==> config.mk <==
export PLATFORM = sky130hd
export DESIGN_NAME = aws_write_sequencer
export DESIGN_NICKNAME = d
export VERILOG_FILES = /design/src/aws_pkg.sv /design/src/aws_timer_if.sv /design/src/aws_period_timer.sv /design/src/aws_write_sequencer.sv
export SDC_FILE = /design/constraint.sdc
export NUM_CORES = 1
export LEC_CHECK = 0
export BUFFER_PORTS_ARGS = -buffer_cell sky130_fd_sc_hd__buf_2
export CAP_MARGIN = 15
export CORE_MARGIN = 2
export CORE_UTILIZATION = 58
export CTS_CLUSTER_SIZE = 14
export DETAILED_ROUTE_END_ITERATION = 8
export PLACE_DENSITY = 0.82
export SKIP_CTS_REPAIR_TIMING = 1
export SLEW_MARGIN = 20
export SYNTH_ARGS = -nofsm -noshare
export SYNTH_HDL_FRONTEND = slang
export SYNTH_SLANG_ARGS = --single-unit
==> constraint.sdc <==
create_clock -name core_clk_in -period 8.8 [get_ports core_clk_in]
set_input_delay 0.44 -clock core_clk_in [delete_from_list [all_inputs] [get_ports core_clk_in]]
set_output_delay 0.44 -clock core_clk_in [all_outputs]
set_load 0.03 [all_outputs]
==> src/aws_pkg.sv <==
// Notes on behaviour
// Output enable stays high through every part of every write.
// Requests wider than the external bus are sent as several external cycles.
// An accepted request spends its turnaround interval, then enters setup.
// Turnaround length comes from the addressed space's turnaround field.
// A write directly after a write to the same space gets no turnaround.
// In that same case with a zero turnaround field, one turnaround cycle is inserted.
// Setup start loads setup, strobe and hold counts from the addressed space.
// Setup start drives address, bank address and write data onto the pins.
// Setup start drives the direction pin low unless it is already low.
// Strobe start drives chip select and write strobe low together.
// Hold start drives chip select and write strobe high.
// Hold end releases address and data; direction rises only after the last cycle.
// Further cycles of a wide request re-enter setup without turnaround or reload.
// After completion return to idle, or go straight into a pending request's turnaround.
// Strobes stay high in turnaround and setup; periods last their count plus one.
package aws_pkg;

  // Field layout of one space configuration word.
  localparam int CFG_W = 16;
  localparam int SETUP_LSB = 0;
  localparam int SETUP_W = 4;
  localparam int STROBE_LSB = 4;
  localparam int STROBE_W = 6;
  localparam int HOLD_LSB = 10;
  localparam int HOLD_W = 3;
  localparam int TURNAROUND_LSB = 13;
  localparam int TURNAROUND_W = 2;
  localparam int WIDTH16_BIT = 15;

  // Counter width wide enough for the largest period field.
  localparam int CNT_W = 6;

  // Lane widths of the two supported external bus sizes.
  localparam int LANE8_W = 8;
  localparam int LANE16_W = 16;

  // Pin level after reset and between cycles, and the one-cycle turnaround value.
  localparam logic PIN_IDLE = 1'b1;
  localparam logic [1:0] TURNAROUND_ONE = 2'h1;

  typedef enum logic [1:0] {
    PH_SETUP,
    PH_STROBE,
    PH_HOLD
  } aws_phase_t;

  typedef enum logic [2:0] {
    ST_IDLE,
    ST_TURN,
    ST_SETUP,
    ST_STROBE,
    ST_HOLD
  } aws_state_t;

endpackage : aws_pkg

==> src/aws_timer_if.sv <==
`timescale 1ns/1ps
// Carries the period timing values and control between sequencer and timer.
interface aws_timer_if;
  logic load;
  logic start;
  aws_pkg::aws_phase_t phase;
  logic [aws_pkg::CNT_W-1:0] setup_val;
  logic [aws_pkg::CNT_W-1:0] strobe_val;
  logic [aws_pkg::CNT_W-1:0] hold_val;
  logic done;

  modport ctl (
    output load,
    output start,
    output phase,
    output setup_val,
    output strobe_val,
    output hold_val,
    input done
  );

  modport tmr (
    input load,
    input start,
    input phase,
    input setup_val,
    input strobe_val,
    input hold_val,
    output done
  );
endinterface : aws_timer_if

==> src/aws_period_timer.sv <==
`timescale 1ns/1ps
module aws_period_timer (
  // Clock, reset and enable.
  input wire logic core_clk_in,
  input wire logic rstn_in,
  input wire logic ce_in,
  // Control from the sequencer.
  aws_timer_if.tmr tif
);

  logic [aws_pkg::CNT_W-1:0] setup_q;
  logic [aws_pkg::CNT_W-1:0] strobe_q;
  logic [aws_pkg::CNT_W-1:0] hold_q;
  logic [aws_pkg::CNT_W-1:0] cnt_q;
  logic [aws_pkg::CNT_W-1:0] sel_setup;
  logic [aws_pkg::CNT_W-1:0] sel_strobe;
  logic [aws_pkg::CNT_W-1:0] sel_hold;

  // Values are latched once per request so later narrow cycles reuse them.
  always_ff @(posedge core_clk_in or negedge rstn_in)
  begin
    if (!rstn_in)
    begin
      setup_q <= '0;
      strobe_q <= '0;
      hold_q <= '0;
    end
    else if (ce_in && tif.load)
    begin
      setup_q <= tif.setup_val;
      strobe_q <= tif.strobe_val;
      hold_q <= tif.hold_val;
    end
  end

  // A load in the same cycle as a start must win over stale latched values.
  assign sel_setup = tif.load ? tif.setup_val : setup_q;
  assign sel_strobe = tif.load ? tif.strobe_val : strobe_q;
  assign sel_hold = tif.load ? tif.hold_val : hold_q;

  // Down counter; a period of value N lasts N+1 cycles.
  always_ff @(posedge core_clk_in or negedge rstn_in)
  begin
    if (!rstn_in)
    begin
      cnt_q <= '0;
    end
    else if (ce_in)
    begin
      if (tif.start)
      begin
        case (tif.phase)
          aws_pkg::PH_SETUP: cnt_q <= sel_setup;
          aws_pkg::PH_STROBE: cnt_q <= sel_strobe;
          default: cnt_q <= sel_hold;
        endcase
      end
      else if (cnt_q != '0)
      begin
        cnt_q <= cnt_q - 1'b1;
      end
    end
  end

  // The current period ends in the cycle where the count reaches zero.
  assign tif.done = (cnt_q == '0);

endmodule : aws_period_timer

==> src/aws_write_sequencer.sv <==
`timescale 1ns/1ps
module aws_write_sequencer #(
  parameter int NUM_CS = 4,
  parameter int DATA_W = 32,
  parameter int ADDR_W = 22,
  parameter int BANK_W = 2
) (
  // Clock, reset and enable.
  input wire logic core_clk_in,
  input wire logic rstn_in,
  input wire logic ce_in,
  // Write request from on-chip requesters.
  input wire logic req_valid_in,
  output logic req_ready_out,
  input wire logic [$clog2(NUM_CS)-1:0] req_cs_in,
  input wire logic [ADDR_W-1:0] req_addr_in,
  input wire logic [BANK_W-1:0] req_bank_in,
  input wire logic [DATA_W-1:0] req_data_in,
  // Per-space configuration words, space 0 in the low bits.
  input wire logic [NUM_CS*aws_pkg::CFG_W-1:0] space_config_reg_in,
  // Status.
  output logic busy_out,
  output logic done_out,
  // External memory pins.
  output logic [NUM_CS-1:0] chip_select_n_out,
  output logic write_strobe_n_out,
  output logic output_enable_n_out,
  output logic rd_wr_direction_out,
  output logic [ADDR_W-1:0] ext_address_out,
  output logic [BANK_W-1:0] ext_bank_address_out,
  output logic [aws_pkg::LANE16_W-1:0] ext_data_out,
  output logic ext_data_oe_out
);

  localparam int CS_W = $clog2(NUM_CS);
  localparam int BEAT_W = $clog2(DATA_W / aws_pkg::LANE8_W);

  // The data must split into whole 16-bit beats, and at least two spaces exist.
  if ((DATA_W % aws_pkg::LANE16_W) != 0 || NUM_CS < 2 || DATA_W < aws_pkg::LANE16_W)
  begin : g_param_check
    $error("aws_write_sequencer: unsupported parameter values");
  end

  // Pulls one space's configuration word out of the flat vector.
  function automatic logic [aws_pkg::CFG_W-1:0] cfg_of(
    input logic [NUM_CS*aws_pkg::CFG_W-1:0] all,
    input logic [CS_W-1:0] cs
  );
    cfg_of = all[cs*aws_pkg::CFG_W +: aws_pkg::CFG_W];
  endfunction : cfg_of

  // Picks the lane slice of the request data for one beat.
  function automatic logic [aws_pkg::LANE16_W-1:0] beat_slice(
    input logic [DATA_W-1:0] data,
    input logic [BEAT_W-1:0] beat,
    input logic wide
  );
    logic [DATA_W-1:0] shifted;
    shifted = '0;
    if (wide)
    begin
      shifted = data >> (beat * aws_pkg::LANE16_W);
      beat_slice = shifted[aws_pkg::LANE16_W-1:0];
    end
    else
    begin
      shifted = data >> (beat * aws_pkg::LANE8_W);
      beat_slice = {{(aws_pkg::LANE16_W - aws_pkg::LANE8_W){1'b0}},
                    shifted[aws_pkg::LANE8_W-1:0]};
    end
  endfunction : beat_slice

  aws_timer_if tif ();

  aws_period_timer u_timer (
    .core_clk_in(core_clk_in),
    .rstn_in(rstn_in),
    .ce_in(ce_in),
    .tif(tif)
  );

  aws_pkg::aws_state_t state_q;
  aws_pkg::aws_state_t state_d;
  logic [CS_W-1:0] cs_q;
  logic [ADDR_W-1:0] addr_q;
  logic [BANK_W-1:0] bank_q;
  logic [DATA_W-1:0] data_q;
  logic wide_q;
  logic [BEAT_W-1:0] beat_q;
  logic [aws_pkg::TURNAROUND_W-1:0] turn_q;
  logic prev_wr_q;
  logic [aws_pkg::CFG_W-1:0] cfg_new;
  logic [aws_pkg::CFG_W-1:0] cfg_sel;
  logic [aws_pkg::TURNAROUND_W-1:0] turnaround_cycles;
  logic [aws_pkg::TURNAROUND_W-1:0] turn_need;
  logic back_to_back;
  logic last_beat;
  logic finishing;
  logic accept;
  logic enter_setup;
  logic [BEAT_W-1:0] beats_m1;
  logic [BEAT_W-1:0] beat_next;

  // A request is taken when idle, or in the final hold cycle of the last beat.
  assign beats_m1 = wide_q ? BEAT_W'(DATA_W / aws_pkg::LANE16_W - 1)
                           : BEAT_W'(DATA_W / aws_pkg::LANE8_W - 1);
  assign last_beat = (beat_q == beats_m1);
  assign finishing = (state_q == aws_pkg::ST_HOLD) && tif.done && last_beat;
  assign req_ready_out = (state_q == aws_pkg::ST_IDLE) || finishing;
  assign accept = ce_in && req_valid_in && req_ready_out;

  // Turnaround need; exception cases are kept exactly as the device behaves.
  assign cfg_new = cfg_of(space_config_reg_in, req_cs_in);
  assign turnaround_cycles = cfg_new[aws_pkg::TURNAROUND_LSB +: aws_pkg::TURNAROUND_W];
  assign back_to_back = ((state_q == aws_pkg::ST_HOLD) || prev_wr_q) && (req_cs_in == cs_q);
  always_comb
  begin
    if (back_to_back && turnaround_cycles == '0)
    begin
      turn_need = aws_pkg::TURNAROUND_ONE;
    end
    else if (back_to_back)
    begin
      turn_need = '0;
    end
    else
    begin
      turn_need = turnaround_cycles;
    end
  end

  // Setup entry from a fresh request uses the incoming space, else the held one.
  assign cfg_sel = accept ? cfg_new : cfg_of(space_config_reg_in, cs_q);
  assign enter_setup = (accept && turn_need == '0)
                       || (ce_in && state_q == aws_pkg::ST_TURN && turn_q == '0);

  // Timer control: fields load only at the first setup of a request.
  always_comb
  begin
    tif.load = enter_setup;
    tif.start = 1'b0;
    tif.phase = aws_pkg::PH_SETUP;
    tif.setup_val = aws_pkg::CNT_W'(cfg_sel[aws_pkg::SETUP_LSB +: aws_pkg::SETUP_W]);
    tif.strobe_val = aws_pkg::CNT_W'(cfg_sel[aws_pkg::STROBE_LSB +: aws_pkg::STROBE_W]);
    tif.hold_val = aws_pkg::CNT_W'(cfg_sel[aws_pkg::HOLD_LSB +: aws_pkg::HOLD_W]);
    if (enter_setup)
    begin
      tif.start = 1'b1;
    end
    else if (state_q == aws_pkg::ST_SETUP && tif.done)
    begin
      tif.start = 1'b1;
      tif.phase = aws_pkg::PH_STROBE;
    end
    else if (state_q == aws_pkg::ST_STROBE && tif.done)
    begin
      tif.start = 1'b1;
      tif.phase = aws_pkg::PH_HOLD;
    end
    else if (state_q == aws_pkg::ST_HOLD && tif.done && !last_beat)
    begin
      tif.start = 1'b1;
    end
  end

  // Next state of the sequencer.
  always_comb
  begin
    state_d = state_q;
    case (state_q)
      aws_pkg::ST_IDLE:
      begin
        if (accept)
        begin
          state_d = enter_setup ? aws_pkg::ST_SETUP : aws_pkg::ST_TURN;
        end
      end
      aws_pkg::ST_TURN:
      begin
        if (turn_q == '0)
        begin
          state_d = aws_pkg::ST_SETUP;
        end
      end
      aws_pkg::ST_SETUP:
      begin
        if (tif.done)
        begin
          state_d = aws_pkg::ST_STROBE;
        end
      end
      aws_pkg::ST_STROBE:
      begin
        if (tif.done)
        begin
          state_d = aws_pkg::ST_HOLD;
        end
      end
      aws_pkg::ST_HOLD:
      begin
        if (tif.done && !last_beat)
        begin
          state_d = aws_pkg::ST_SETUP;
        end
        else if (accept)
        begin
          state_d = enter_setup ? aws_pkg::ST_SETUP : aws_pkg::ST_TURN;
        end
        else if (tif.done)
        begin
          state_d = aws_pkg::ST_IDLE;
        end
      end
      default: state_d = aws_pkg::ST_IDLE;
    endcase
  end

  // State register.
  always_ff @(posedge core_clk_in or negedge rstn_in)
  begin
    if (!rstn_in)
    begin
      state_q <= aws_pkg::ST_IDLE;
    end
    else if (ce_in)
    begin
      state_q <= state_d;
    end
  end

  // Request capture; the beat index restarts with each new request.
  always_ff @(posedge core_clk_in or negedge rstn_in)
  begin
    if (!rstn_in)
    begin
      cs_q <= '0;
      addr_q <= '0;
      bank_q <= '0;
      data_q <= '0;
      wide_q <= 1'b0;
      turn_q <= '0;
    end
    else if (accept)
    begin
      cs_q <= req_cs_in;
      addr_q <= req_addr_in;
      bank_q <= req_bank_in;
      data_q <= req_data_in;
      wide_q <= cfg_new[aws_pkg::WIDTH16_BIT];
      turn_q <= turn_need - 1'b1;
    end
    else if (ce_in && state_q == aws_pkg::ST_TURN && turn_q != '0)
    begin
      turn_q <= turn_q - 1'b1;
    end
  end

  // Beat counter steps after each hold that is not the last one.
  assign beat_next = (state_q == aws_pkg::ST_HOLD && tif.done && !last_beat)
                     ? beat_q + 1'b1 : beat_q;
  always_ff @(posedge core_clk_in or negedge rstn_in)
  begin
    if (!rstn_in)
    begin
      beat_q <= '0;
    end
    else if (accept)
    begin
      beat_q <= '0;
    end
    else if (ce_in)
    begin
      beat_q <= beat_next;
    end
  end

  // Remembers that the previous operation was a write, for one idle cycle.
  always_ff @(posedge core_clk_in or negedge rstn_in)
  begin
    if (!rstn_in)
    begin
      prev_wr_q <= 1'b0;
    end
    else if (ce_in)
    begin
      prev_wr_q <= finishing && !accept;
    end
  end

  // Strobe pins: high in turnaround and setup, low only through strobe.
  always_ff @(posedge core_clk_in or negedge rstn_in)
  begin
    if (!rstn_in)
    begin
      chip_select_n_out <= {NUM_CS{aws_pkg::PIN_IDLE}};
      write_strobe_n_out <= aws_pkg::PIN_IDLE;
    end
    else if (ce_in)
    begin
      chip_select_n_out <= {NUM_CS{aws_pkg::PIN_IDLE}};
      write_strobe_n_out <= aws_pkg::PIN_IDLE;
      if (state_d == aws_pkg::ST_STROBE)
      begin
        chip_select_n_out[cs_q] <= 1'b0;
        write_strobe_n_out <= 1'b0;
      end
    end
  end

  // Address, bank and data are valid from setup start to hold end.
  always_ff @(posedge core_clk_in or negedge rstn_in)
  begin
    if (!rstn_in)
    begin
      ext_address_out <= '0;
      ext_bank_address_out <= '0;
      ext_data_out <= '0;
      ext_data_oe_out <= 1'b0;
    end
    else if (ce_in)
    begin
      if (enter_setup && accept)
      begin
        ext_address_out <= req_addr_in;
        ext_bank_address_out <= req_bank_in;
        ext_data_out <= beat_slice(req_data_in, '0, cfg_new[aws_pkg::WIDTH16_BIT]);
        ext_data_oe_out <= 1'b1;
      end
      else if (state_d == aws_pkg::ST_SETUP && state_q != aws_pkg::ST_SETUP)
      begin
        ext_address_out <= addr_q + ADDR_W'(beat_next);
        ext_bank_address_out <= bank_q;
        ext_data_out <= beat_slice(data_q, beat_next, wide_q);
        ext_data_oe_out <= 1'b1;
      end
      else if (state_q == aws_pkg::ST_HOLD && tif.done)
      begin
        ext_address_out <= '0;
        ext_bank_address_out <= '0;
        ext_data_out <= '0;
        ext_data_oe_out <= 1'b0;
      end
    end
  end

  // Direction falls at setup start and rises only once the request is done.
  always_ff @(posedge core_clk_in or negedge rstn_in)
  begin
    if (!rstn_in)
    begin
      rd_wr_direction_out <= aws_pkg::PIN_IDLE;
    end
    else if (ce_in)
    begin
      if (enter_setup)
      begin
        rd_wr_direction_out <= 1'b0;
      end
      else if (finishing)
      begin
        rd_wr_direction_out <= aws_pkg::PIN_IDLE;
      end
    end
  end

  // One-cycle completion pulse, registered so it lines up with the pins.
  always_ff @(posedge core_clk_in or negedge rstn_in)
  begin
    if (!rstn_in)
    begin
      done_out <= 1'b0;
    end
    else if (ce_in)
    begin
      done_out <= finishing;
    end
  end

  // This block only writes, so the read enable never leaves its idle level.
  assign output_enable_n_out = aws_pkg::PIN_IDLE;
  assign busy_out = (state_q != aws_pkg::ST_IDLE);

endmodule : aws_write_sequencer

Word-level counts from Yosys, hierarchy flattened
Index checks and enable logic that the tools add are counted.
{"block": "classes", "add_sub_neg": 5, "magnitude_cmp": 2, "n_eq_ne": 10, "n_shift": 4, "mux": 51, "n_bitwise": 1, "reduce_logical": 41}
{"op": "16-bit two-way mux", "n": 5}
{"op": "22-bit two-way mux", "n": 3}
{"op": "64-bit by 7-bit variable part select with 13-bit output", "n": 1}
{"op": "64-bit by 7-bit variable part select with 16-bit output", "n": 1}
{"op": "32-bit by 5-bit >> shifter with 8-bit output", "n": 1}
{"op": "32-bit by 6-bit >> shifter with 16-bit output", "n": 1}
{"op": "2-bit two-way mux", "n": 15}
{"op": "3-bit two-way mux", "n": 8}
{"op": "22-bit by 2-bit adder with 22-bit output", "n": 1}
{"op": "1-bit logical AND", "n": 19}
{"op": "6-bit two-way mux", "n": 3}
{"op": "3-bit one-hot mux with 5 select lines", "n": 1}
{"op": "13-bit two-way mux", "n": 1}
{"op": "3-bit by 2-bit == test with 1-bit output, second input constant", "n": 4}
{"op": "6-bit one-hot mux with 2 select lines", "n": 1}
{"op": "1-bit two-way mux", "n": 11}
{"op": "2-bit nonzero test", "n": 5}
{"op": "2-bit zero test", "n": 4}
{"op": "4-bit two-way mux", "n": 2}
{"op": "6-bit zero test", "n": 1}
{"op": "2-bit AND reduction", "n": 3}
{"op": "3-bit nonzero test", "n": 2}
{"op": "6-bit nonzero test", "n": 1}
{"op": "6-bit by 1-bit subtractor with 6-bit output, second input constant", "n": 1}
{"op": "14 further kinds", "n": 19}
{"block": "word_totals", "reg_bits": 134, "in_bits": 126, "out_inout_bits": 51, "elab_cells": 135}

Longest topological paths before layout
Gate-level depths: netlist of the first run.
{"block": "logic_depth", "depth_word": 16, "ltp_mapped": 17, "ltp_nobuf": 15}

Modules after synthesis
A second synthesis of the first run with hierarchy kept.
{"block": "unflattened", "hier_cells": 881, "area_unflattened_um2": 8484.4}
{"module": "aws_write_sequencer", "n_inst": 1, "cells_each": 766, "area_each_um2": 7108.1, "seq_area_each_um2": 2885.3}
{"module": "aws_period_timer", "n_inst": 1, "cells_each": 115, "area_each_um2": 1376.3, "seq_area_each_um2": 600.6}

Worst setup path after synthesis of the first run
No wires, ideal clock.
{"block": "synth_path", "path_type": "reg-to-reg", "start": "reg u_timer.cnt_q[0] in the netlist's numbering", "end": "reg ext_address_out[16]", "setup_time_ps": 125, "t_arrival_ps": 3779, "t_required_ps": 8675, "setup_slack_ps": 4896, "path_stages_with_launch": 18, "path_buffers": 2, "synth_period_minus_slack_ps": 3904, "cell_sequence": "dfrtp_1 > inv_1 > ha_1 > or4bb_1 > clkbuf_1 > o21ai_2 > o21ai_0 > buf_2 > inv_1 > ha_1 > inv_1 > fa_1 > nand3b_1 > nor4_1 > nand4_1 > xor2_1 > o22ai_1 > mux2_4"}
{"block": "synth_via", "elab_chain_cells": 15, "word_cells_on_any_way": 26, "cone_classes": "1 x add/sub; 1 x eq/ne; 11 x mux; 13 x reduce/logical"}
{"element": "from (decl)", "line_no": "aws_period_timer.sv:14", "text": "logic [aws_pkg::CNT_W-1:0] cnt_q;"}
{"element": "from (signal assigned)", "line_no": "aws_period_timer.sv:53", "text": "aws_pkg::PH_SETUP: cnt_q <= sel_setup;"}
{"element": "from (signal assigned)", "line_no": "aws_period_timer.sv:54", "text": "aws_pkg::PH_STROBE: cnt_q <= sel_strobe;"}
{"element": "from (signal assigned)", "line_no": "aws_period_timer.sv:55", "text": "default: cnt_q <= sel_hold;"}
{"element": "6-bit zero test *", "line_no": "aws_period_timer.sv:66", "text": "assign tif.done = (cnt_q == '0);"}
{"element": "1-bit logical AND", "line_no": "aws_write_sequencer.sv:108, aws_write_sequencer.sv:259, aws_write_sequencer.sv:336"}
{"element": "1-bit logical AND", "line_no": "aws_write_sequencer.sv:108", "text": "assign finishing = (state_q == aws_pkg::ST_HOLD) && tif.done && last_beat;"}
{"element": "1-bit logical OR", "line_no": "aws_write_sequencer.sv:109", "text": "assign req_ready_out = (state_q == aws_pkg::ST_IDLE) || finishing;"}
{"element": "1-bit logical AND", "line_no": "aws_write_sequencer.sv:110", "text": "assign accept = ce_in && req_valid_in && req_ready_out;"}
{"element": "1-bit logical AND", "line_no": "aws_write_sequencer.sv:134", "text": "assign enter_setup = (accept && turn_need == '0)"}
{"element": "1-bit logical OR", "line_no": "aws_write_sequencer.sv:135", "text": "|| (ce_in && state_q == aws_pkg::ST_TURN && turn_q == '0);"}
{"element": "2-bit two-way mux", "line_no": "aws_write_sequencer.sv:175, aws_write_sequencer.sv:207"}
{"element": "3-bit two-way mux", "line_no": "aws_write_sequencer.sv:205", "text": "else if (accept)"}
{"element": "3-bit two-way mux", "line_no": "aws_write_sequencer.sv:201", "text": "if (tif.done && !last_beat)"}
{"element": "3-bit one-hot mux with 5 select lines", "line_no": "aws_write_sequencer.sv:170", "text": "case (state_q)"}
{"element": "3-bit by 2-bit == test with 1-bit output", "line_no": "aws_write_sequencer.sv:329", "text": "else if (state_d == aws_pkg::ST_SETUP && state_q != aws_pkg::ST_SETUP)"}
{"element": "1-bit logical AND", "line_no": "aws_write_sequencer.sv:329"}
{"element": "3-bit nonzero test (no line) / 22-bit two-way mux (equally long branches)"}
{"element": "2-bit AND reduction (no line) / 22-bit two-way mux (equally long branches)"}
{"element": "to (signal assigned)", "line_no": "aws_write_sequencer.sv:324", "text": "ext_address_out <= req_addr_in;"}
{"element": "to (signal assigned)", "line_no": "aws_write_sequencer.sv:331", "text": "ext_address_out <= addr_q + ADDR_W'(beat_next);"}
{"element": "to (decl)", "line_no": "aws_write_sequencer.sv:29", "text": "output logic [ADDR_W-1:0] ext_address_out,"}
Mark *: on every way between the ends. The rest lies on a longest branch, timed or not.
A chain may end at the register's enable or synchronous reset.

Final worst setup path of the first run
Ends and elaborated chain as after synthesis.

==> results of run 1 <==
-- sequential cells by signal, indices dropped and copies added, names as in the netlist, 4 cells and up --
| signal | cells |
|---|---|
| data_q | 32 |
| ext_address_out | 22 |
| addr_q | 22 |
| u_timer.strobe_q | 6 |
| chip_select_n_out | 4 |
| ext_data_out | 16 |
| u_timer.setup_q | 4 |
| u_timer.cnt_q | 6 |
-- cells by family after synthesis --
kind of cell,count (synthesis),synth area share (%)
fa+ha+maj,4,0.695
simple gates,325,17.5
mux,84,16.4
other cells,1,0.0453
compound gates,190,17.3
buf+inv,75,4.68
flops,134,40.6
xor+xnor,27,2.94
-- metal layers --
| layer | vias up | wire [um] |
|---|---|---|
| met5 | - | 0 |
| met3 | 41 | 1610 |
| met4 | 0 | 440 |
| met2 | 307 | 10600 |
| li1 | 3356 | - |
| met1 | 3506 | 9620 |
-- power groups by stage --
stage | Combinational [mW] | Sequential, mW | Clock, mW
after CTS | 1.07 | 1.12 | 0.693
after detailed placement | 1.07 | 1.13 | 0
final | 1.08 | 1.13 | 0.685
after global placement | 1.05 | 1.13 | 0
after floorplan | 0.792 | 1.10 | 0
after global routing | 1.19 | 1.17 | 0.724
-- worst min path at each step --
| stage | from | slack, ns | depth (start not counted) | to |
|---|---|---|---|---|
| final | rstn_in | -0.03 | 1 | data_q[22] |
| after global routing | rstn_in | 0.02 | 1 | data_q[22] |
| after CTS | rstn_in | -0.01 | 1 | done_out |
| after detailed placement | rstn_in | 0.44 | 1 | done_out |
| after global placement | rstn_in | 0.44 | 1 | done_out |
| after floorplan | rstn_in | 0.14 | 0 | addr_q[0] |
-- stage by stage --
stage                     total power [mW]  util, %
after floorplan                       1.89        -
after global placement                2.17     65.5
after detailed placement              2.19     65.5
after CTS                             2.89     69.6
after global routing                  3.07     69.6
final                                 2.89     69.6
-- synthesized netlist by cell type (all sizes together), types with 15 or more instances --
master  instances
a21oi          21
buf            34
clkbuf         26
dfrtp         128
inv            15
mux2           41
mux2i          15
mux4           28
nand2         220
nand3          23
nor2           32
o21ai          31
o22ai          23
xor2           16
-- worst reg2reg max path: cells and delay by family (launching register included) --
family,cells,cell delay (ns)
AO/OA/AOI/OAI,3,0.62
XOR/XNOR,1,0.18
adder cells (fa/ha/maj),3,0.77
buffers and inverters,3,0.21
flip-flops,1,0.40
multiplexers,1,0.29
AND/OR/NAND/NOR,4,1.76
-- final cells by class --
type | instances | area [um2] | share of cell area (%)
Multi-Input combinational cell | 631 | 4540 | 46.8
Sequential cell | 134 | 3360 | 34.7
Timing Repair Buffer | 183 | 942 | 9.72
Clock buffer | 22 | 474 | 4.89
Tap cell | 180 | 225 | 2.32
Clock inverter | 10 | 97.6 | 1.01
Inverter | 15 | 56.3 | 0.581
==> impl_results.md, run 1 <==
* Stages on worst setup path at 15
* Crit path buffers/inverters at 3
* Synth Flop Type: dfrtp_1
* DR pass1 iterations at 5
* CTS tree: built
* Crit Path Category: reg2reg
* Syn Area/Cell at 9.86 um2
* First-pass GRT wire length at 36100 um
* Leakage at ~4.6 nW
* Seq/Total Area, Yosys at 40.6%
* Cell variety after synth at 75
* Max-slew headroom at 35.8%
* Period utilization at 49.3%
* Overall Global Routing Usage at a little over 30%
* Vias at 7210
* Cell count after placement at between 1k and 1.5k
* Worst Path Required at 9.11 ns
* Fraction of registers with async set/reset at between 90% and 100%
* Number of fill cells at ~1.1k
* Clk slew on worst S/H paths at 0.06 ns
* Final setup violation count at 0
* Post-synthesis cell count at 840
* Clock network power share at 23.7%
* Worst-skew pair later-pin latency at 0.43 ns
* Failing checks: hold timing
* Area Overhead vs Synth at 17.0%
* Area post-placement at between 9000 and 10000 um2
* Most common cell after layout, fill and taps aside: nand2_1
* Htree depth at 4
* Unrepaired setup endpoints after global routing: false
* Top cell type's share of synthesized area at 38.7%
* Vias in the first global route at roughly 7k
* PD cells at 298 nW/um2
* Non-filler instance count after layout at 1175
* Worst Path Max Fanout at 10
* Reg2Reg Depth at 15
* Cell taking the most area after synthesis: dfrtp_1
* Cell row count at 43
* Initial Utilization at approximately three fifths
* VDD IR max at ~0.21 mV
* Sw Ratio at a little over 40%
* WHS at -0.0266 ns
* CP max-delay cell: or4bb_1
* Ports at 177
* P_int at 1.73 mW
* Crit path to: ext_address_out[16]
* Initial antenna violation count at 0
* Crit path largest cell delay at 0.69 ns
* Status: finished with violations
* Design Area, Final at 9690 um2
* R2R Setup Slk at 4.46 ns
* Residual DRC count at 0
* Drt first-iter violations at 742
* Met3 usage at 6.04%
* Clock Path Buffers at 2
* Worst hold path class: in2async
* GPL Wtd Cong at 0.963
* GR Layer Usage met2 at 49.0%
* Syn Nets at 970
* Final TNS setup at 0 ns
* Critical path cell sequence: inv_1 > ha_1 > or4bb_1 > o21ai_2 > o21ai_1 > inv_1 > ha_1 > inv_1 > fa_1 > nand3b_1 > nor4_1 > nand4_1 > xor2_1 > o22ai_1 > mux2_4
* Final net count at 1112
* Top Usage Layer GRT: met2
* Post-DR vias/cell at between 6 and 7
* TritonCTS Buffers at 17
* Die ar. at 15300 um2
* Seq pwr share at approximately two fifths
* Clk_skew at 0.0106 ns
* Clk sinks at 134
* CP endpoint kind: register
* Ranking of synthesized cells by area: dfrtp_1 (39%), nand2_1 (9.8%), mux4_2 (7.6%)
* Cell Area, Synth at 8290 um2
* Remaining antenna violation count after routing at 0
* P_sw at around 1.2 mW
* Top cell by count, worst path: inv_1
* Origin of the critical flop-to-flop path: u_timer.cnt_q[0]
* Yosys warns at 0
* EDFF count, synth at 0
* Worst-Margin Slew at just under 1 ns
* Post-DP HPWL at 15600 um
* Fraction of layout cells with a size suffix above 1 at between 30% and 40%
* Die H at 124 um
* CP Launch Type: register
* Fmax at 0.230 GHz
* GRT met1 Usage at 42.7%
* Top delay family on crit path: simple AND/OR/NAND/NOR gates
* Hold Fails Final Rpt at 19
* ANT cells at 0
* Max cap viols at 0
* Root Buffer: clkbuf_16
* R2r endpoint: ext_address_out[16]
* Yosys reg bits at around 130
* Largest net degree at the start of global routing at 93
* WL per Instance at 19.0 um
* Critical Path AT at 4.65 ns
* Die Wd at 124 um
* Final Max Tran Viols at 0
* Comb pwr share at 37.2%
* Number of I/O port buffers at 175
* Final worst slack at roughly 4.5 ns
* GRT overflow at 0
* Total Wirelength at 22300 um
* Post-route minimum period at 4.34 ns
* Worst slack, placed at 4.58 ns
* Total core area at 13900 um2
* Commonest non-fill, non-tap cells in the layout: nand2_1 (217), buf_2 (174), dfrtp_1 (128)
* Setup crit start: u_timer.cnt_q[0]
(Power assumes the default switching activity.)
==> run 2: changes to the inputs <==
ABC_AREA = 1   (was default)
CORE_UTILIZATION = 50   (was 58)
PLACE_DENSITY = 0.75   (was 0.82)
clock period = 3.9 ns   (was 8.8 ns; I/O delays follow)
==> impl_results.md, run 2 <==
* Status: finished with violations
* Failing checks: hold timing
* Clk_skew at 0.00676 ns
* Remaining antenna violation count after routing at 0
* DR pass1 iterations at 5
* Multi-input gate area at 4190 um2
* Fraction of registers with async set/reset at 100%
* Worst slack, placed at 0.304 ns
* EDFF count, synth at 0
* Post-synthesis cell count at approximately 1.2k
* Seq/Total Area, Yosys at 40.7%
* Top reg by flops: data_q
* FF+latch area at 3360 um2
* Top cell type's share of synthesized area at 38.8%
* Hold Fails Final Rpt at 15
* ANT cells at 0
* Number of fill cells at roughly 1.5k
* GPL Wtd Cong at 0.929
* Yosys warns at 0
* Final worst slack at 0.363 ns
* Overall Global Routing Usage at approximately 29%
* Worst Path Max Fanout at 9
* Cell taking the most area after synthesis: dfrtp_1
* Cell row count at 46
* Period utilization at between 90 and 100%
* Most common cell after layout, fill and taps aside: nand2_1
* PD cells at 759 nW/um2
* Syn Area/Cell at 6.86 um2
* Unrepaired setup endpoints after global routing: false
* Syn Nets at 1333
* Number of I/O port buffers at around 180
* Cell with the most instances after synthesis: nand2_1
* Final net count at around 1.5k
* Synth Flop Type: dfrtp_1
* Vias at 8830
* Largest net degree at the start of global routing at 100
* Yosys reg bits at 134
* Worst hold path class: in2reg
* Max reg flops at 32
* Final Max Tran Viols at 0
* Commonest non-fill, non-tap cells in the layout: nand2_1 (446), buf_2 (174), dfrtp_1 (128)
* Final TNS setup at 0 ns
* CP Launch Type: register
* Biggest regs: data_q (32), addr_q (22), ext_address_out (22)
* Cell variety after synth at 47
* Residual DRC count at 0
* Critical Path AT at approximately 3.9 ns
* Initial antenna violation count at 0
* Die H at 132 um
* Post-DR vias/cell at 5.56
* Sw Ratio at a little under half
* Htree depth at 4
* Crit Path Category: reg2reg
* VDD IR max at 0.625 mV
* Drt first-iter violations at 762
* Root Buffer: clkbuf_16
* Max cap viols at 0
* Clock network power share at 21.4%
* Final setup violation count at 0
* Ports at 177
* Total core area at 16000 um2
* WL per Instance at 15.6 um
* CP endpoint kind: register
* Clk slew on worst S/H paths at 0.06 ns
* Fmax at approximately 0.28 GHz
* Max-slew headroom at 37.6%
* GRT overflow at 0
* Die Wd at about 130 um
* Worst-Margin Slew at 0.936 ns
* WHS at -0.0151 ns
* Post-DP HPWL at 17300 um
* P_sw at 3.40 mW
* Worst-skew pair later-pin latency at 0.43 ns
* Worst Path Required at 4.26 ns
* Cell Area, Synth at 8250 um2
* Area Overhead vs Synth at 20.3%
* Seq pwr share at 31.8%
* Clk sinks at 134
* P_int at 4.14 mW
* Vias in the first global route at 8396
* CTS tree: built
* Total Wirelength at 24800 um
* Comb pwr share at 46.7%
* Fraction of layout cells with a size suffix above 1 at 19.0%
* Clock Path Buffers at 2
* Die ar. at 17500 um2
* Post-route minimum period at 3.54 ns
* First-pass GRT wire length at 41100 um
* Leakage at 5.28 nW
* Synth top cells by count: nand2_1 (446), dfrtp_1 (128), o21ai_0 (122)
* TritonCTS Buffers at 17
* Ranking of synthesized cells by area: dfrtp_1 (39%), nand2_1 (20%), o21ai_0 (7.4%)
* Initial Utilization at just over 50%
[run 2: cell types whose count changed in the layout (fill, tap and decap cells not counted), moves of 12 or more]
| cell | change |
|---|---|
| buf_4 | +12 |
| inv_1 | +87 |
| mux2_4 | -30 |
| mux2i_1 | -14 |
| mux4_2 | -28 |
| nand2_1 | +229 |
| nand3_1 | +85 |
| nand4_1 | +18 |
| nor2_1 | +14 |
| o21ai_0 | +95 |
[run 2: cell type report]
class / instances / area share (%)
Clock buffer: 24 / 5.05
Timing Repair Buffer: 202 / 11.1
Tap cell: 216 / 2.72
Inverter: 110 / 4.16
Sequential cell: 134 / 33.8
Multi-Input combinational cell: 895 / 42.2
Clock inverter: 8 / 0.958
[run 2: worst paths after layout]
check / start / end / slack [ns] / cells after the start
setup / recovery: u_timer.cnt_q[0] / ext_address_out[20] / 0.36 / 19
hold / removal: req_data_in[18] / data_q[18] / -0.02 / 3
setup reg to reg: u_timer.cnt_q[0] / ext_address_out[20] / 0.36 / 19
hold reg to reg: u_timer.setup_q[2] / u_timer.setup_q[2] / 0.47 / 2
max in group asynchronous: rstn_in / addr_q[19] / 2.59 / 3
min in group asynchronous: rstn_in / turn_q[0] / 0.37 / 2
[run 2: through the flow]
| stage | power, mW | hold slack, ns | area [um2] | cells | util [%] |
|---|---|---|---|---|---|
| 6_report | 7.53 | -0.0151 | 9930 | 1589 | 62.1 |
| 5_1_grt | 8.10 | 0.0000241 | 9930 | 1589 | 62.1 |
| 4_1_cts | 7.51 | -0.182 | 9850 | 1580 | 61.5 |
| 3_5_place_dp | 5.87 | 0.267 | 9250 | 1548 | 57.8 |
| 3_3_place_gp | 5.80 | 0.277 | 9250 | 1548 | 57.8 |
| 2_1_floorplan | 4.89 | -0.101 | 8250 | 1203 | - |
[run 2: layer usage]
layer  up-vias  GRT usage (%)  wire, um
li1       4246              -         -
met1      4139           39.4     10800
met2       388           45.5     11700
met3        57           5.52      1620
met4         0           12.5       755
met5         -              0         0
[run 2: power groups by stage]
| stage | clock [mW] | sequential [mW] | combinational (mW) |
|---|---|---|---|
| final | 1.61 | 2.40 | 3.52 |
| after CTS | 1.63 | 2.39 | 3.49 |
| after global placement | 0 | 2.39 | 3.41 |
| after global routing | 1.70 | 2.48 | 3.93 |
| after floorplan | 0 | 2.68 | 2.20 |
| after detailed placement | 0 | 2.40 | 3.46 |
[run 2: worst max-delay path: stages (launching register included)]
cell and delay [ns]:
dfrtp_1 0.39, inv_1 0.08, ha_1 0.21, nand2_2 0.10, nor2_4 0.18, nand2_1 0.08, nand2_2 0.18, nand2_2 0.09
inv_2 0.07, ha_1 0.19, inv_1 0.08, fa_1 0.42, nor3_1 0.27, nand4_1 0.21, or2_2 0.36, o21ai_0 0.16
nand3_1 0.08, o21ai_0 0.17, nand2_1 0.07, nand2_1 0.07
[run 2: kinds of logic after synthesis]
kind of cell / Yosys count / synth area share (%)
xor gates and xnor gates: 16 / 1.70
and+or+nand+nor: 660 / 33.9
adders and majority gates: 4 / 0.697
AOI/OAI and AO/OA: 212 / 14.1
other: 1 / 0.0454
muxes: 2 / 0.258
DFF: 134 / 40.7
buffers and inverters: 174 / 8.54
==> run 3: changes to the inputs <==
CORE_UTILIZATION = 51   (was 50)
PLACE_DENSITY = 0.76   (was 0.75)
SYNTH_HIERARCHICAL = 1   (was default)
==> impl_results.md, run 3 <==
* Seq/Total Area, Yosys at approximately two fifths
* PD cells at 703 nW/um2
* Worst Path Required at 4.26 ns
* ANT cells at 0
* Cell taking the most area after synthesis: dfrtp_1
* Vias in the first global route at about 8.2k
* Critical Path AT at between 3 and 4 ns
* TritonCTS Buffers at 17
* Worst-Margin Slew at 1.01 ns
* Clk sinks at 139
* Post-synthesis cell count at 1246
* Fraction of registers with async set/reset at 100%
* Hold Fails Final Rpt at 9
* Final setup violation count at 0
* Cell with the most instances after synthesis: nand2_1
* Syn Area/Cell at 6.96 um2
* Htree depth at 4
* Initial antenna violation count at 0
* Residual DRC count at 0
* GPL Wtd Cong at 0.949
* Final core utilization at 63.0%
* CTS tree: built
* Cell count after placement at 1593
* Drt first-iter violations at 741
* WHS at -0.0308 ns
* Clk_skew at 0.0103 ns
* DR pass1 iterations at 6
* Die ar. at 18100 um2
* First-pass GRT wire length at 40300 um
* Area post-placement at 9640 um2
* Total Power at 7.34 mW
* Reg2Reg Depth at 22
* Final net count at 1545
* Max cap viols at 0
* Final Max Tran Viols at 0
* Top cell by count, worst path: inv_1
* Failing checks: hold timing
* Ports at 177
* Post-DP HPWL at 17100 um
* Origin of the critical flop-to-flop path: u_timer/cnt_q[0]
* Top cell type's share of synthesized area at 38.4%
* Ranking of synthesized cells by area: dfrtp_1 (38%), nand2_1 (17%), o21ai_0 (6.5%)
* Cell row count at 47
* WL per Instance at approximately 15 um
* GRT overflow at 0
* Commonest non-fill, non-tap cells in the layout: nand2_1 (404), buf_2 (174), dfrtp_1 (133)
* Clock Path Buffers at 2
* Period utilization at 92.0%
* Post-DR vias/cell at between 5 and 6
* Biggest regs: data_q (32), addr_q (22), ext_address_out (22)
* Leakage at between 5 and 6 nW
* Cell Area, Synth at 8670 um2
* Non-filler instance count after layout at 1646
* Most common cell after layout, fill and taps aside: nand2_1
* Fmax at approximately 0.28 GHz
* Max-slew headroom at 32.6%
* Crit path largest cell delay at roughly 0.4 ns
* Total Wirelength at around 25000 um
* Number of I/O port buffers at 175
* Worst-skew pair later-pin latency at ~0.44 ns
* Max reg flops at 32
* Clk slew on worst S/H paths at ~0.060 ns
* Synth Flop Type: dfrtp_1
* Cell variety after synth at about 50
* Design Area, Final at 10400 um2
* Vias at roughly 8.9k
* Top reg by flops: data_q
* Post-route minimum period at 3.59 ns
* Area Overhead vs Synth at 20.4%
* Worst Path Max Fanout at 10
* CP endpoint kind: register
* CP Launch Type: register
* Overall Global Routing Usage at 27.8%
* Yosys reg bits at around 140
* Critical path cell sequence: inv_2 > ha_1 > inv_1 > nor2_1 > and3_4 > inv_1 > nor2_4 > inv_1 > nor2_2 > o21ai_0 > buf_4 > fa_2 > nor3_2 > buf_4 > nand4_1 > nor2_1 > nand3_1 > o21ai_2 > o211ai_1 > o21ai_1 > nand2_1 > nand2_1
* Synth top cells by count: nand2_1 (404), dfrtp_1 (133), inv_1 (114)
* Largest net degree at the start of global routing at 95
* Status: finished with violations
* WHS Path Cells at 3
* Root Buffer: clkbuf_16
* HP Start: req_data_in[18]
* Number of fill cells at 1524
* R2R Setup Slk at between 0.3 and 0.4 ns
* Worst hold path class: in2reg
* R2r endpoint: ext_address_out[14]
* CP max-delay cell: fa_2
* VDD IR max at 0.364 mV
* Remaining antenna violation count after routing at 0
* Fraction of layout cells with a size suffix above 1 at 18.9%
* Yosys warns at 6
* Die Wd at 134 um
* Crit Path Category: reg2reg
* Die H at 134 um
* Hold EP: data_q[18]
* Total core area at 16600 um2
* Initial Utilization at a little over half
* EDFF count, synth at 0
run 3: changes by cell type in the layout (fill, tap and decap cells not counted), moves of 7 or more:
cell / before / now
nor2_2: 1 / 8
o211ai_1: 1 / 27
nor2_1: 45 / 92
nand4_1: 24 / 17
nand3_1: 108 / 95
o22ai_1: 30 / 10
inv_1: 102 / 113
o21ai_1: 7 / 24
nand2_1: 446 / 404
dlygate4sd3_1: 7 / 22
a41oi_1: 0 / 7
o21ai_0: 122 / 112
run 3: worst max-delay path by stage:
| stage | start | endpoint | slack, ns | cells past startpoint |
|---|---|---|---|---|
| after floorplan | u_timer/cnt_q[0] | ext_address_out[14] | 0.08 | 24 |
| after global placement | u_timer/cnt_q[0] | ext_address_out[21] | 0.27 | 24 |
| after detailed placement | u_timer/cnt_q[0] | ext_address_out[21] | 0.11 | 24 |
| after CTS | u_timer/cnt_q[0] | ext_address_out[21] | 0.08 | 24 |
| after global routing | u_timer/cnt_q[0] | ext_address_out[21] | -0.04 | 24 |
| final | u_timer/cnt_q[0] | ext_address_out[14] | 0.31 | 22 |
run 3: kinds of logic after synthesis:
logic type	after synthesis	synth area share, %
simple gates	647	31.7
compound gates	238	15.7
buf+inv	194	9.26
flops	139	40.2
xor+xnor	15	1.51
mux	6	0.764
fa+ha+maj	5	0.808
other cells	2	0.0866
run 3: layout make-up:
class | count | area, um2 | area share [%]
multi-input combinational | 918 | 4440 | 42.5
sequential | 139 | 3490 | 33.4
timing repair buffer | 214 | 1230 | 11.8
inverter | 124 | 467 | 4.47
clock buffer | 18 | 429 | 4.11
tap | 220 | 275 | 2.64
clock inverter | 13 | 120 | 1.15
run 3: where the power goes:
part           internal, mW  leakage [nW]  switching [mW]
Sequential             2.05          1.76           0.423
Combinational          1.10          3.33            2.25
Clock                 0.875         0.251           0.645
Total                  4.03          5.34            3.31
run 3: metal layers:
metal  share of wire (%)  vias to the layer above  track usage (%)
li1                    -                     4382                -
met1                  45                     4112             38.8
met2                  46                      416             43.5
met3                 7.9                       31             6.27
met4                 1.6                        0             8.07
met5                   0                        -                0
run 3: critical path: cells and delay by family (launching register included):
| family | cells | cell delay, ns |
|---|---|---|
| adder cells (fa/ha/maj) | 2 | 0.56 |
| buffers and inverters | 6 | 0.68 |
| AND/OR/NAND/NOR | 10 | 1.39 |
| flip-flops | 1 | 0.39 |
| AO/OA/AOI/OAI | 4 | 0.50 |
run 3: metrics by stage:
step | setup slack, ns | setup TNS [ns]
4_1_cts | 0.0818 | 0
2_1_floorplan | 0.0802 | 0
5_1_grt | -0.0442 | -0.0762
3_5_place_dp | 0.107 | 0
3_3_place_gp | 0.268 | 0
6_report | 0.310 | 0
